===== src/pkg/sdp_pkg.sv =====
// package of constants and carrier types for the serial datagram port
package sdp_pkg;
  // datagram geometry
  localparam int unsigned SDP_DG_BITS = 40;
  localparam int unsigned SDP_DATA_BITS = 32;
  localparam int unsigned SDP_ADDR_BITS = 7;
  localparam int unsigned SDP_STAT_BITS = 8;
  localparam int unsigned SDP_RW_POS = 39;
  localparam int unsigned SDP_ADDR_MSB = 38;
  localparam int unsigned SDP_ADDR_LSB = 32;
  localparam int unsigned SDP_CNT_BITS = 6;
  localparam logic [5:0] SDP_CNT_FULL = 6'h28;
  // buffer depth
  localparam int unsigned SDP_BUF_DEPTH = 2;
  // reset values
  localparam logic [31:0] SDP_DATA_RST = 32'h00000000;
  localparam logic [39:0] SDP_SR_RST = 40'h0000000000;

  // command handed to the register file
  typedef struct packed {
    logic write;
    logic [6:0] addr;
    logic [31:0] data;
  } sdp_cmd_t;
endpackage


===== src/hdl/sdp_cmd_buf.sv =====
// two-entry valid/ready buffer for commands
`timescale 1ns/10ps
`default_nettype none
module sdp_cmd_buf
  import sdp_pkg::*;
(
  input wire logic ref_clk,
  input wire logic arst_n,
  input wire logic in_valid,
  output logic in_ready,
  input wire sdp_cmd_t in_data,
  output logic out_valid,
  input wire logic out_ready,
  output sdp_cmd_t out_data
);
  // storage in flip-flops, indexed by pointer
  sdp_cmd_t mem_q [SDP_BUF_DEPTH];
  logic wr_ptr_q;
  logic rd_ptr_q;
  logic [1:0] cnt_q;
  wire push = in_valid && in_ready;
  wire pop = out_valid && out_ready;

  assign in_ready = (cnt_q != 2'h2);
  assign out_valid = (cnt_q != 2'h0);
  assign out_data = mem_q[rd_ptr_q];

  // pointers and fill count
  always_ff @(posedge ref_clk or negedge arst_n)
  begin
    if (!arst_n)
    begin
      wr_ptr_q <= 1'b0;
      rd_ptr_q <= 1'b0;
      cnt_q <= 2'h0;
    end
    else
    begin
      if (push)
        wr_ptr_q <= ~wr_ptr_q;
      if (pop)
        rd_ptr_q <= ~rd_ptr_q;
      cnt_q <= cnt_q + {1'b0, push} - {1'b0, pop};
    end
  end

  // data entries, no reset needed but kept defined
  always_ff @(posedge ref_clk or negedge arst_n)
  begin
    if (!arst_n)
    begin
      mem_q[0] <= '0;
      mem_q[1] <= '0;
    end
    else if (push)
      mem_q[wr_ptr_q] <= in_data;
  end
endmodule
`default_nettype wire


===== src/hdl/sdp_port.sv =====
// serial slave datagram port: shifter, command latch and reply pipe
`timescale 1ns/10ps
`default_nettype none
module sdp_port
  import sdp_pkg::*;
(
  input wire logic ref_clk,
  input wire logic arst_n,
  // serial pins from the host
  input wire logic host_select_n,
  input wire logic host_serial_clock,
  input wire logic host_serial_in,
  output logic host_serial_out,
  // user-selected event bits for the status byte
  input wire logic [7:0] status_events,
  // command stream to the register file
  output logic cmd_valid,
  input wire logic cmd_ready,
  output sdp_cmd_t cmd_out,
  // register file reply for the pending read
  input wire logic [31:0] read_data,
  input wire logic read_data_valid,
  // high when a command was dropped for a full buffer
  output logic cmd_overrun,
  // pulse when a short transfer was discarded
  output logic short_frame
);
  // synchroniser stages; stage one read only by stage two
  logic sck_s1_q, sck_s2_q;
  logic sck_s3_q;
  logic cs_s1_q, cs_s2_q, cs_s3_q;
  logic sdi_s1_q, sdi_s2_q;

  always_ff @(posedge ref_clk or negedge arst_n)
  begin
    if (!arst_n)
    begin
      sck_s1_q <= 1'b0;
      sck_s2_q <= 1'b0;
      sck_s3_q <= 1'b0;
      cs_s1_q <= 1'b1;
      cs_s2_q <= 1'b1;
      cs_s3_q <= 1'b1;
      sdi_s1_q <= 1'b0;
      sdi_s2_q <= 1'b0;
    end
    else
    begin
      sck_s1_q <= host_serial_clock;
      sck_s2_q <= sck_s1_q;
      sck_s3_q <= sck_s2_q;
      cs_s1_q <= host_select_n;
      cs_s2_q <= cs_s1_q;
      cs_s3_q <= cs_s2_q;
      sdi_s1_q <= host_serial_in;
      sdi_s2_q <= sdi_s1_q;
    end
  end

  // edge events in the system domain, one cycle each, and the select level sel_act
  wire sck_rise = sck_s2_q && !sck_s3_q;
  wire sck_fall = !sck_s2_q && sck_s3_q;
  wire cs_fall = !cs_s2_q && cs_s3_q;
  wire cs_rise = cs_s2_q && !cs_s3_q;
  wire sel_act = !cs_s2_q;

  // shifter state
  logic [39:0] sr_q, sr_d;
  logic [5:0] cnt_q, cnt_d;
  logic [39:0] tx_q, tx_d;
  logic sdo_q, sdo_d;
  logic [31:0] reply_q, reply_d;
  logic ovr_q;
  logic short_q;

  // bit counter saturates at 40: only "enough" matters
  wire cnt_full = (cnt_q == SDP_CNT_FULL);
  wire frame_ok = cs_rise && cnt_full;
  wire frame_short = cs_rise && !cnt_full;

  sdp_cmd_t cmd_new;
  assign cmd_new.write = sr_q[SDP_RW_POS];
  assign cmd_new.addr = sr_q[SDP_ADDR_MSB:SDP_ADDR_LSB];
  assign cmd_new.data = sr_q[SDP_DATA_BITS-1:0];

  // next values of the shift path
  always_comb
  begin
    sr_d = sr_q;
    cnt_d = cnt_q;
    tx_d = tx_q;
    sdo_d = sdo_q;
    if (cs_fall)
    begin
      tx_d = {status_events, reply_q};
      cnt_d = 6'h00;
      sdo_d = status_events[7];
    end
    else if (sel_act && sck_rise)
    begin
      // window keeps only last 40 bits
      sr_d = {sr_q[38:0], sdi_s2_q};
      // tx pipe refills with the input bit
      // so it reaches the output exactly 40 clocks later
      tx_d = {tx_q[38:0], sdi_s2_q};
      if (!cnt_full)
        cnt_d = cnt_q + 6'h01;
    end
    else if (sel_act && sck_fall)
    begin
      sdo_d = tx_q[39];
    end
  end

  // reply word for the next datagram
  always_comb
  begin
    reply_d = reply_q;
    if (read_data_valid)
      reply_d = read_data;
    else if (frame_ok && cmd_new.write)
      reply_d = cmd_new.data;
  end

  // shift path registers
  always_ff @(posedge ref_clk or negedge arst_n)
  begin
    if (!arst_n)
    begin
      sr_q <= SDP_SR_RST;
      cnt_q <= 6'h00;
      tx_q <= SDP_SR_RST;
      sdo_q <= 1'b0;
      reply_q <= SDP_DATA_RST;
    end
    else
    begin
      sr_q <= sr_d;
      cnt_q <= cnt_d;
      tx_q <= tx_d;
      sdo_q <= sdo_d;
      reply_q <= reply_d;
    end
  end

  // short frames never reach the buffer
  wire push = frame_ok;
  logic buf_ready;

  // two-entry buffer so a stalled register file loses no command until both entries are held
  sdp_cmd_buf u_buf (
    .ref_clk(ref_clk),
    .arst_n(arst_n),
    .in_valid(push),
    .in_ready(buf_ready),
    .in_data(cmd_new),
    .out_valid(cmd_valid),
    .out_ready(cmd_ready),
    .out_data(cmd_out)
  );

  // overrun is sticky; the pin has no clear so only reset ends it
  always_ff @(posedge ref_clk or negedge arst_n)
  begin
    if (!arst_n)
    begin
      ovr_q <= 1'b0;
      short_q <= 1'b0;
    end
    else
    begin
      if (push && !buf_ready)
        ovr_q <= 1'b1;
      short_q <= frame_short;
    end
  end

  assign host_serial_out = sdo_q;
  assign cmd_overrun = ovr_q;
  assign short_frame = short_q;
endmodule
`default_nettype wire


===== config.mk =====
export PLATFORM = sky130hd
export DESIGN_NAME = sdp_port
export DESIGN_NICKNAME = d
export VERILOG_FILES = /design/src/pkg/sdp_pkg.sv /design/src/hdl/sdp_cmd_buf.sv /design/src/hdl/sdp_port.sv
export SDC_FILE = /design/constraint.sdc
export NUM_CORES = 1
export LEC_CHECK = 0
export ABC_CLOCK_PERIOD_IN_PS = 2880
export BUFFER_PORTS_ARGS = -buffer_cell sky130_fd_sc_hd__buf_2
export CAP_MARGIN = 20
export CORE_MARGIN = 2
export CORE_UTILIZATION = 59
export CTS_CLUSTER_DIAMETER = 200
export DETAILED_ROUTE_END_ITERATION = 10
export PLACE_DENSITY = 0.92
export SLEW_MARGIN = 15
export SYNTH_ARGS = -nofsm -noshare
export SYNTH_HDL_FRONTEND = slang
export SYNTH_SLANG_ARGS = --single-unit

===== constraint.sdc =====
create_clock -name ref_clk -period 2.88 [get_ports ref_clk]
set_input_delay 0.432 -clock ref_clk [delete_from_list [all_inputs] [get_ports ref_clk]]
set_output_delay 0.432 -clock ref_clk [all_outputs]
set_load 0.02 [all_outputs]

==> results of run 1 <==
[flip-flops by register name, summed over array words and instances (netlist names)]
| name | cells |
|---|---|
| cs_s3_q | 1 |
| reply_q | 32 |
| sck_s1_q | 1 |
| cnt_q | 6 |
| u_buf.rd_ptr_q | 1 |
| sdi_s1_q | 1 |
| cs_s1_q | 1 |
| u_buf.mem_q | 80 |
| cmd_overrun | 1 |
| u_buf.wr_ptr_q | 1 |
| short_frame | 1 |
| sdi_s2_q | 1 |
| tx_q | 40 |
| sck_s3_q | 1 |
| cs_s2_q | 1 |
| u_buf.cnt_q | 2 |
| cmd_new | 40 |
| host_serial_out | 1 |
| sck_s2_q | 1 |
[cells in the mapped netlist (2+ instances only)]
master	count	area [um^2]
o31ai_1	2	15.0
or3_1	2	12.5
inv_1	35	131
o311ai_0	32	280
o21bai_1	2	15.0
mux2_1	3	33.8
ha_1	3	37.5
a22o_1	8	70.1
a221o_1	31	310
dfrtp_1	210	5260
nand3_1	3	15.0
mux2_2	157	1770
a21o_1	8	60.1
xnor2_1	3	26.3
nand2_1	39	146
buf_6	5	56.3
nand4b_1	33	289
buf_2	2	10.0
clkbuf_1	38	143
mux2i_1	3	30.0
o21ai_0	3	15.0
nand2b_1	2	12.5
nor2b_1	5	31.3
and2_1	2	12.5
buf_1	9	33.8
a21oi_1	3	15.0
xor2_1	2	17.5
dfstp_2	3	78.8
nor2_1	32	120
[layout make-up]
type | count | area share, %
clock buffer | 30 | 6.09
inverter | 35 | 1.23
sequential | 213 | 49.9
multi-input combinational | 397 | 33.2
clock inverter | 11 | 0.865
timing repair buffer | 108 | 6.33
tap | 211 | 2.47
[cells by family (layout without fill, tap and decap cells)]
family,count (synthesis),after routing,synth area share [%]
XOR/XNOR,5,5,0.475
flip-flops,213,213,57.8
multiplexers,163,163,19.9
AO/OA/AOI/OAI,93,93,8.83
adder cells (fa/ha/maj),3,3,0.407
buffers and inverters,89,184,4.06
AND/OR/NAND/NOR,133,133,8.52
[worst register-to-register path, cell delays in order, from the launching register on]
cell and delay (ns):
dfstp_2 0.67, or4b_4 0.53, nor4_4 0.32, buf_4 0.37, mux2_1 0.40
[stage by stage]
step / area (um^2) / hold WS (ns) / total power [mW]
2_1_floorplan: 9220 / 0.136 / 3.83
3_3_place_gp: 9930 / 0.337 / 4.09
3_5_place_dp: 9930 / 0.336 / 4.14
4_1_cts: 10700 / 0.0428 / 7.02
5_1_grt: 10700 / 0.0410 / 7.22
6_report: 10700 / -0.00131 / 6.99
[final timing paths]
kind	startpoint	endpoint	slack, ns
min in group ref_clk	host_select_n	cs_s1_q$_DFF_PN1_	0.06
max in group asynchronous	arst_n	u_buf.mem_q[7]$_DFFE_PN0P_	2.03
worst min-delay path	arst_n	short_frame$_DFF_PN0_	-0.001
worst max-delay path	u_buf.rd_ptr_q$_DFFE_PN0P_	cmd_out[39]	0.44
worst max register to register	cs_s2_q$_DFF_PN1_	u_buf.mem_q[74]$_DFFE_PN0P_	0.46
worst min register to register	sck_s1_q$_DFF_PN0_	sck_s2_q$_DFF_PN0_	0.35
[routing by layer]
| metal | vias up | part of all wire, % | global-route usage (%) |
|---|---|---|---|
| met2 | 252 | 51 | 45.4 |
| met1 | 3187 | 41 | 34.5 |
| li1 | 2721 | - | - |
| met4 | 0 | 2.3 | 8.76 |
| met5 | - | 0 | 0 |
| met3 | 47 | 5.8 | 4.13 |
[power by group through the flow]
stage	registers, mW	clock network, mW	logic, mW
4_1_cts	3.38	2.91	0.724
5_1_grt	3.41	3.04	0.776
3_3_place_gp	3.41	0	0.677
3_5_place_dp	3.43	0	0.714
6_report	3.39	2.88	0.717
2_1_floorplan	3.32	0	0.510
==> qor.yml, run 1 <==
status: "finished with violations"
failed_checks: "negative hold slack"
rsz0062_at_grt: "false"
power.density_nw_per_um2: 653
seqCellArea_um2: 5340
die_height_um: 129
row_count: 45
power_switching_mw: 1.77
syn_nets: 749
synth_edf_count: 0
dp_cells: 963
ir_drop_mv: 0.405
worstPathRequired_ns: 2.45
cts_setup_buffers: 0
antenna_found_initial: 0
h-tree-depth: 1
swShare_pct: 25.3
grt_start_max_net_pins: 98
grt_overflow: 0
hold_buffers: 0
routed_wl_um: 21400
final_cell_mix: "dfrtp_1 (209), mux2_2 (157), buf_2 (89), nand2_1 (39), inv_1 (35)"
cts.sinks: 213
diodes: 0
ant_nets: 0
wl_per_cell_um: 21.3
seq_power_share_pct: 48.5
critPathCaptureType: "output port"
fin_cells: 1005
path_cells: "buf_12, mux2_2, buf_2"
viasPerCell: 6.18
post-route-drc-count: 0
path_clk_slew_ns: 0.06
initialDrtViolationCount: 612
crit_cells: 3
crit_fanout: 24
crit_slowest_cell: "dfrtp_2"
relSlewSlack_pct: 36.1
cap_violations: 0
synth.distinct_cells: 48
area_growth_pct: 16.0
combPwrFrac_pct: 10.3
final_common_cell: "dfrtp_1"
cts_inserted_buffers: 23
die_w_um: 129
drive_gt1_share_pct: 39.7
final_nets: 828
setup_viol: 0
drv_slew: 0
vias: 6207
nFillCells: 934
ys_dominant_reg_cell: "dfrtp_1"
arrival_ns: 2.01
cp-start-kind: "flop"
postSynthAreaPerCell_um2: 13.2
grt_pass1_vias: 6442
cts_tree: "yes"
multi_input_area_um2: 3550
netlist_area_um2: 9220
ys_warn_count: 0
final_core_util_pct: 70.1
clk_latency_ns: 0.50
synth-seq-cells: 213
power.leakage_nw: 5.32
drt-pass1-iter-count: 5
dieArea_um2: 16600
async_flop_share_pct: 100
hold_class: "in2async"
grt_use_total_pct: 26.3
period_needed_ns: 2.44
slowest_delay_ns: 0.71
critPathTopFamily: "flip-flops"
layout_setup_ws_ns: 0.438
p_clk_share_pct: 41.3
ctsLongestPathBuffers: 3
gp_congestion: 0.838
fin_setup_tns_ns: 0
critPathKind: "reg2out"
initial_core_util_pct: 60.4
cts_root_buffer: "clkbuf_16"
max_freq_ghz: 0.410
dp.final_hpwl_um: 12800
synth-seq-area-share_pct: 57.8
core-area_um2: 15300
numPortBuffers: 90
hold_ws_ns: -0.00131
pre_cts_ws_ns: 0.519
hold_viol: 1
skew_ns: 0.0182
p_int_mw: 5.22
ctsResizeCount: 0
tightestPinTransition_ns: 0.956
period_share_pct: 84.8
ios: 91
netlist_instances: 699
r2r_cells: 4
grt_pass1_wl_um: 34500
crit_buf_inv: 2
(Power assumes the default switching activity.)
==> run 2, diff against run 1 <==
ABC_CLOCK_PERIOD_IN_PS = 2000   (was 2880)
CORE_UTILIZATION = 53   (was 59)
PLACE_DENSITY = 0.88   (was 0.92)
clock period = 2 ns   (was 2.88 ns; I/O delays follow)
==> run 2 against run 1 <==
Net effect: the run ends with negative setup slack left; clock-buffer cell count down 3; global-route usage down 4.2 points; setup slack worse by 0.57 ns; non-clock buffer count up 29; sequential cell count unchanged; total power up 49%; via count down 0.43%; cell count up 3.9%; highest routed layer unchanged.
==> qor.yml, run 2 (synthesis results as in run 1) <==
drive_gt1_share_pct: 41.1  # +1.5 points
area_growth_pct: 22.8
cts_tree: "yes"
crit_slowest_cell: "dfstp_2"
cp-start-kind: "flop"
ant_nets: 0  # unchanged
ir_drop_mv: 0.565  # +40%
routed_wl_um: 22500  # +5.0%
drt-pass1-iter-count: 6  # +1
fin_setup_tns_ns: -4.84  # -4.84 ns
failed_checks: "negative setup slack"
largest_register: "u_buf.mem_q"
ctsLongestPathBuffers: 3  # unchanged
seqCellArea_um2: 5340  # unchanged
grt_start_max_net_pins: 97  # -1.0%
power.total_mw: 10.4  # +49%
hold_class: "in2reg"
diodes: 0  # unchanged
antenna_found_initial: 0  # unchanged
h-tree-depth: 1  # unchanged
row_count: 48  # +6.7%
critPathCaptureType: "flop"
numPortBuffers: 90  # unchanged
final_cell_mix: "dfrtp_1 (209), mux2_2 (135), buf_2 (68), nand2_1 (39), inv_1 (35)"
final_nets: 857  # +3.5%
die_height_um: 136  # +5.3%
crit_buf_inv: 2  # unchanged
cts_inserted_buffers: 23  # unchanged
setup_viol: 69  # +69
crit_fanout: 5  # -79%
max_freq_ghz: 0.470
core-area_um2: 17200  # +13%
power.leakage_nw: 5.57  # +4.7%
rsz0062_at_grt: "true"
slowest_delay_ns: 0.52  # -0.19 ns
multi_input_area_um2: 3640  # +2.5%
initial_core_util_pct: 53.7  # -6.7 points
grt_pass1_wl_um: 32500  # -5.7%
hold_viol: 0  # -1
critPathKind: "reg2reg"
period_share_pct: 106
skew_ns: 0.0186  # +0.000442 ns
cts.sinks: 213  # unchanged
grt_overflow: 0  # unchanged
layout_setup_ws_ns: -0.127  # -0.565 ns
worstPathRequired_ns: 2.38  # -0.07 ns
power.density_nw_per_um2: 918  # +41%
largest_register_ffs: 80  # unchanged
tightestPinTransition_ns: 0.965  # +0.00937 ns
period_needed_ns: 2.13
initialDrtViolationCount: 542  # -11%
final_core_util_pct: 65.9  # -4.2 points
relSlewSlack_pct: 35.5  # -0.63 points
dieArea_um2: 18500  # +11%
dp.final_hpwl_um: 11900  # -7.0%
cap_violations: 0  # unchanged
grt_pass1_vias: 6261  # -2.8%
clk_latency_ns: 0.51  # about the same
arrival_ns: 2.50  # +0.49 ns
path_cells: "or4b_4, nor4_4, buf_4, clkbuf_16, mux2_1"
nFillCells: 1189  # +27%
wl_per_cell_um: 21.5  # +1.1%
vias: 6180  # -0.43%
critPathTopFamily: "simple AND/OR/NAND/NOR gates"
die_w_um: 136  # +5.3%
status: "finished with violations"
ios: 91  # unchanged
drv_slew: 0  # unchanged
cts_root_buffer: "clkbuf_16"
gp_congestion: 0.797  # -4.9%
grt_use_total_pct: 22.1  # -4.2 points
post-route-drc-count: 0  # unchanged
final_common_cell: "dfrtp_1"
viasPerCell: 5.92  # -4.2%
path_clk_slew_ns: 0.07  # about the same
## run 2: cell types whose count changed in the layout (fill, tap and decap cells not counted), moves of 2 or more
cell,previous run,this run
buf_2,89,68
clkinv_2,7,4
dlygate4sd3_1,0,4
mux2_2,157,135
buf_4,12,23
buf_12,5,11
clkbuf_16,23,28
bufinv_16,1,3
clkbuf_8,6,3
mux2_4,0,22
buf_6,0,24
## run 2: worst register-to-register path, delay by kind of cell (launching register included)
| kind | cells | cell delay [ns] |
|---|---|---|
| buf+inv | 2 | 0.39 |
| flops | 1 | 0.52 |
| mux | 1 | 0.37 |
| simple gates | 2 | 0.73 |
## run 2: per-layer routing
layer | part of all wire [%] | global-route usage (%) | vias to the layer above | routed length [um]
met5 | 0 | 0 | - | 0
met4 | 2.7 | 6.94 | 0 | 600
met3 | 5.4 | 3.06 | 47 | 1220
met2 | 48 | 35.7 | 198 | 10900
met1 | 44 | 31.4 | 3156 | 9800
li1 | - | - | 2779 | -
## run 2: what timing repair did
item / CTS / global route
resized for setup: 21 / 54
setup endpoints to repair: 72 / 119
hold buffers: 4 / 0
endpoints found under the hold margin: 48 / 0
pin swaps: 0 / 1
setup buffers: 3 / 5
gates cloned: 0 / 7
## run 2: report_power, final
part | total (mW) | internal [mW] | switching (mW)
clock | 4.25 | 2.56 | 1.69
combinational | 1.33 | 0.665 | 0.666
sequential | 4.82 | 4.58 | 0.232
total | 10.4 | 7.81 | 2.59
## run 2: worst paths after layout
path / start / end / slack [ns] / cells after the start
min: read_data[7] / reply_q[7]$_DFFE_PN0P_ / 0.04 / 3
min in group asynchronous: arst_n / u_buf.mem_q[79]$_DFFE_PN0P_ / 0.33 / 2
max reg2reg: cs_s2_q$_DFF_PN1_ / u_buf.mem_q[75]$_DFFE_PN0P_ / -0.13 / 5
max: cs_s2_q$_DFF_PN1_ / u_buf.mem_q[75]$_DFFE_PN0P_ / -0.13 / 5
min reg2reg: sck_s1_q$_DFF_PN0_ / sck_s2_q$_DFF_PN0_ / 0.35 / 0
max in group asynchronous: arst_n / u_buf.mem_q[23]$_DFFE_PN0P_ / 0.92 / 3
## run 2: stage by stage
step | worst slack [ns] | cells | hold WS, ns | area [um^2]
6_report | -0.127 | 1044 | 0.0395 | 11300
4_1_cts | -0.0855 | 1032 | 0.0334 | 11000
2_1_floorplan | 0.00429 | 699 | 0.00441 | 9220
3_3_place_gp | -0.0380 | 988 | 0.296 | 10100
3_5_place_dp | -0.0674 | 988 | 0.299 | 10100
5_1_grt | -0.165 | 1044 | 0.0493 | 11300
## run 2: area by class of cell
| type | count | share of cell area, % |
|---|---|---|
| clock buffer | 27 | 5.39 |
| clock inverter | 10 | 1.18 |
| inverter | 35 | 1.16 |
| multi-input combinational | 397 | 32.1 |
| sequential | 213 | 47.1 |
| tap | 225 | 2.49 |
| timing repair buffer | 137 | 10.6 |
==> run 3, diff against run 2 <==
MAX_ROUTING_LAYER = met4   (was unset)
==> run 3 against run 2 <==
Net effect: the flow still finishes with violations (negative setup slack); critical path type unchanged; sequential power hardly changed; utilization down 0.17 points; design area shrank 0.25%; via count up 0.55%; sequential cell count unchanged.
==> qor.yml, run 3 (synthesis results as in run 1) <==
drv_slew: 0  # unchanged
fin_setup_tns_ns: -5.14  # -0.304 ns
die_w_um: 136  # unchanged
antenna_found_initial: 0  # unchanged
setup_viol: 69  # unchanged
cts_root_buffer: "clkbuf_16"
critPathKind: "reg2reg"
hold_viol: 0  # unchanged
hold_ws_ns: 0.0416  # +0.00205 ns
cts_tree: "yes"
largest_register: "u_buf.mem_q"
power.leakage_nw: 5.55  # -0.29%
die_height_um: 136  # unchanged
grt_use_total_pct: 22.8  # +0.71 points
wl_per_cell_um: 21.0  # -2.3%
critPathTopFamily: "simple AND/OR/NAND/NOR gates"
tightestPinTransition_ns: 0.943  # -0.0220 ns
cts.sinks: 213  # unchanged
ir_drop_mv: 0.572  # +1.3%
h-tree-depth: 1  # unchanged
drt-pass1-iter-count: 5  # -1
grt_pass1_wl_um: 32600  # +0.19%
ios: 91  # unchanged
rsz0062_at_grt: "true"
place_area_um2: 10100  # unchanged
crit_buf_inv: 2  # unchanged
crit_slowest_cell: "dfstp_2"
power.density_nw_per_um2: 918  # about the same
combPwrFrac_pct: 12.8  # about the same
worstPathRequired_ns: 2.37  # about the same
dieArea_um2: 18500  # unchanged
skew_ns: 0.0151  # -0.00357 ns
viasPerCell: 5.96  # +0.65%
dp.final_hpwl_um: 11900  # unchanged
status: "finished with violations"
final_common_cell: "dfrtp_1"
critPathCaptureType: "flop"
final_cell_mix: "dfrtp_1 (209), mux2_2 (135), buf_2 (68), nand2_1 (39), inv_1 (35)"
p_int_mw: 7.81  # about the same
area_growth_pct: 22.5
failed_checks: "negative setup slack"
largest_register_ffs: 80  # unchanged
grt_overflow: 0  # unchanged
cp-start-kind: "flop"
power_switching_mw: 2.57  # -0.91%
vias: 6214  # +0.55%
post-route-drc-count: 0  # unchanged
hold_class: "in2reg"
initialDrtViolationCount: 515  # -5.0%
swShare_pct: 24.7  # -0.17 points
ctsLongestPathBuffers: 3  # unchanged
initial_core_util_pct: 53.7  # unchanged
layout_setup_ws_ns: -0.136  # -0.00957 ns
design_area_um2: 11300  # -0.25%
grt_start_max_net_pins: 97  # unchanged
numPortBuffers: 90  # unchanged
power.total_mw: 10.4  # -0.23%
relSlewSlack_pct: 37.0  # +1.5 points
cap_violations: 0  # unchanged
grt_pass1_vias: 6255  # -0.096%
ant_nets: 0  # unchanged
drive_gt1_share_pct: 41.1  # -0.072 points
period_needed_ns: 2.14  # +0.00957 ns
p_clk_share_pct: 40.8  # about the same
final_nets: 856  # -0.12%
gp_congestion: 0.809  # +1.4%
period_share_pct: 107  # +0.48 points
path_clk_slew_ns: 0.06  # about the same
crit_fanout: 5  # unchanged
cts_inserted_buffers: 23  # unchanged
core-area_um2: 17200  # unchanged
clk_latency_ns: 0.50  # about the same
slowest_delay_ns: 0.52  # about the same
row_count: 48  # unchanged
max_freq_ghz: 0.468  # -0.45%
seq_power_share_pct: 46.4  # about the same
diodes: 0  # unchanged
path_cells: "or4b_4, nor4_4, buf_4, clkbuf_16, mux2_1"
final_core_util_pct: 65.8  # -0.17 points
routed_wl_um: 22000  # -2.4%
arrival_ns: 2.51  # about the same
[run 3: cell type report]
class / count / area [um^2]
Multi-Input combinational cell: 397 / 3640
Inverter: 35 / 131
Fill cell: 1191 / 5880
Tap cell: 225 / 282
Timing Repair Buffer: 136 / 1170
Sequential cell: 213 / 5340
Clock inverter: 10 / 134
Clock buffer: 27 / 611
[run 3: timing repair]
action                                  CTS  global route
hold buffers                              4             0
pin swaps                                 0             1
setup buffers                             3             5
cloned                                    0             6
endpoints found under the setup margin   72           119
hold endpoints to repair                 48             0
resized for setup                        21            53
[run 3: worst min-delay path, stage by stage]
cell and delay [ns]:
buf_2 0.08, nand2_1 0.04, o311ai_0 0.08
[run 3: metal layers]
layer	part of all wire (%)	global-route usage, %	wire, um	vias up
li1	-	-	-	2776
met5	0	-	0	-
met1	44	31.6	9650	3184
met4	2.9	6.94	632	0
met3	4.6	3.02	1010	57
met2	49	35.7	10700	197
[run 3: through the flow]
| step | setup slack, ns | instances |
|---|---|---|
| after global placement | -0.0380 | 988 |
| after floorplan | 0.00429 | 699 |
| after detailed placement | -0.0674 | 988 |
| after global routing | -0.175 | 1043 |
| final | -0.136 | 1043 |
| after CTS | -0.0855 | 1032 |
[run 3: final timing paths]
| check | endpoint | cells after the start | start | slack [ns] |
|---|---|---|---|---|
| min reg2reg | sck_s2_q$_DFF_PN0_ | 0 | sck_s1_q$_DFF_PN0_ | 0.35 |
| min in group asynchronous | u_buf.cnt_q[1]$_DFF_PN0_ | 2 | arst_n | 0.32 |
| max reg2reg | u_buf.mem_q[75]$_DFFE_PN0P_ | 5 | cs_s2_q$_DFF_PN1_ | -0.14 |
| max in group asynchronous | reply_q[23]$_DFFE_PN0P_ | 3 | arst_n | 0.93 |
| min | reply_q[29]$_DFFE_PN0P_ | 3 | read_data[29] | 0.04 |
| max | u_buf.mem_q[75]$_DFFE_PN0P_ | 5 | cs_s2_q$_DFF_PN1_ | -0.14 |
[run 3: power groups by stage]
stage               clock [mW]  sequential, mW  combinational [mW]
finish                    4.23            4.82                1.32
floorplan                    0            4.78               0.735
detailed placement           0            4.88                1.12
global route              4.45            4.84                1.42
CTS                       4.29            4.79                1.22
global placement             0            4.87                1.07
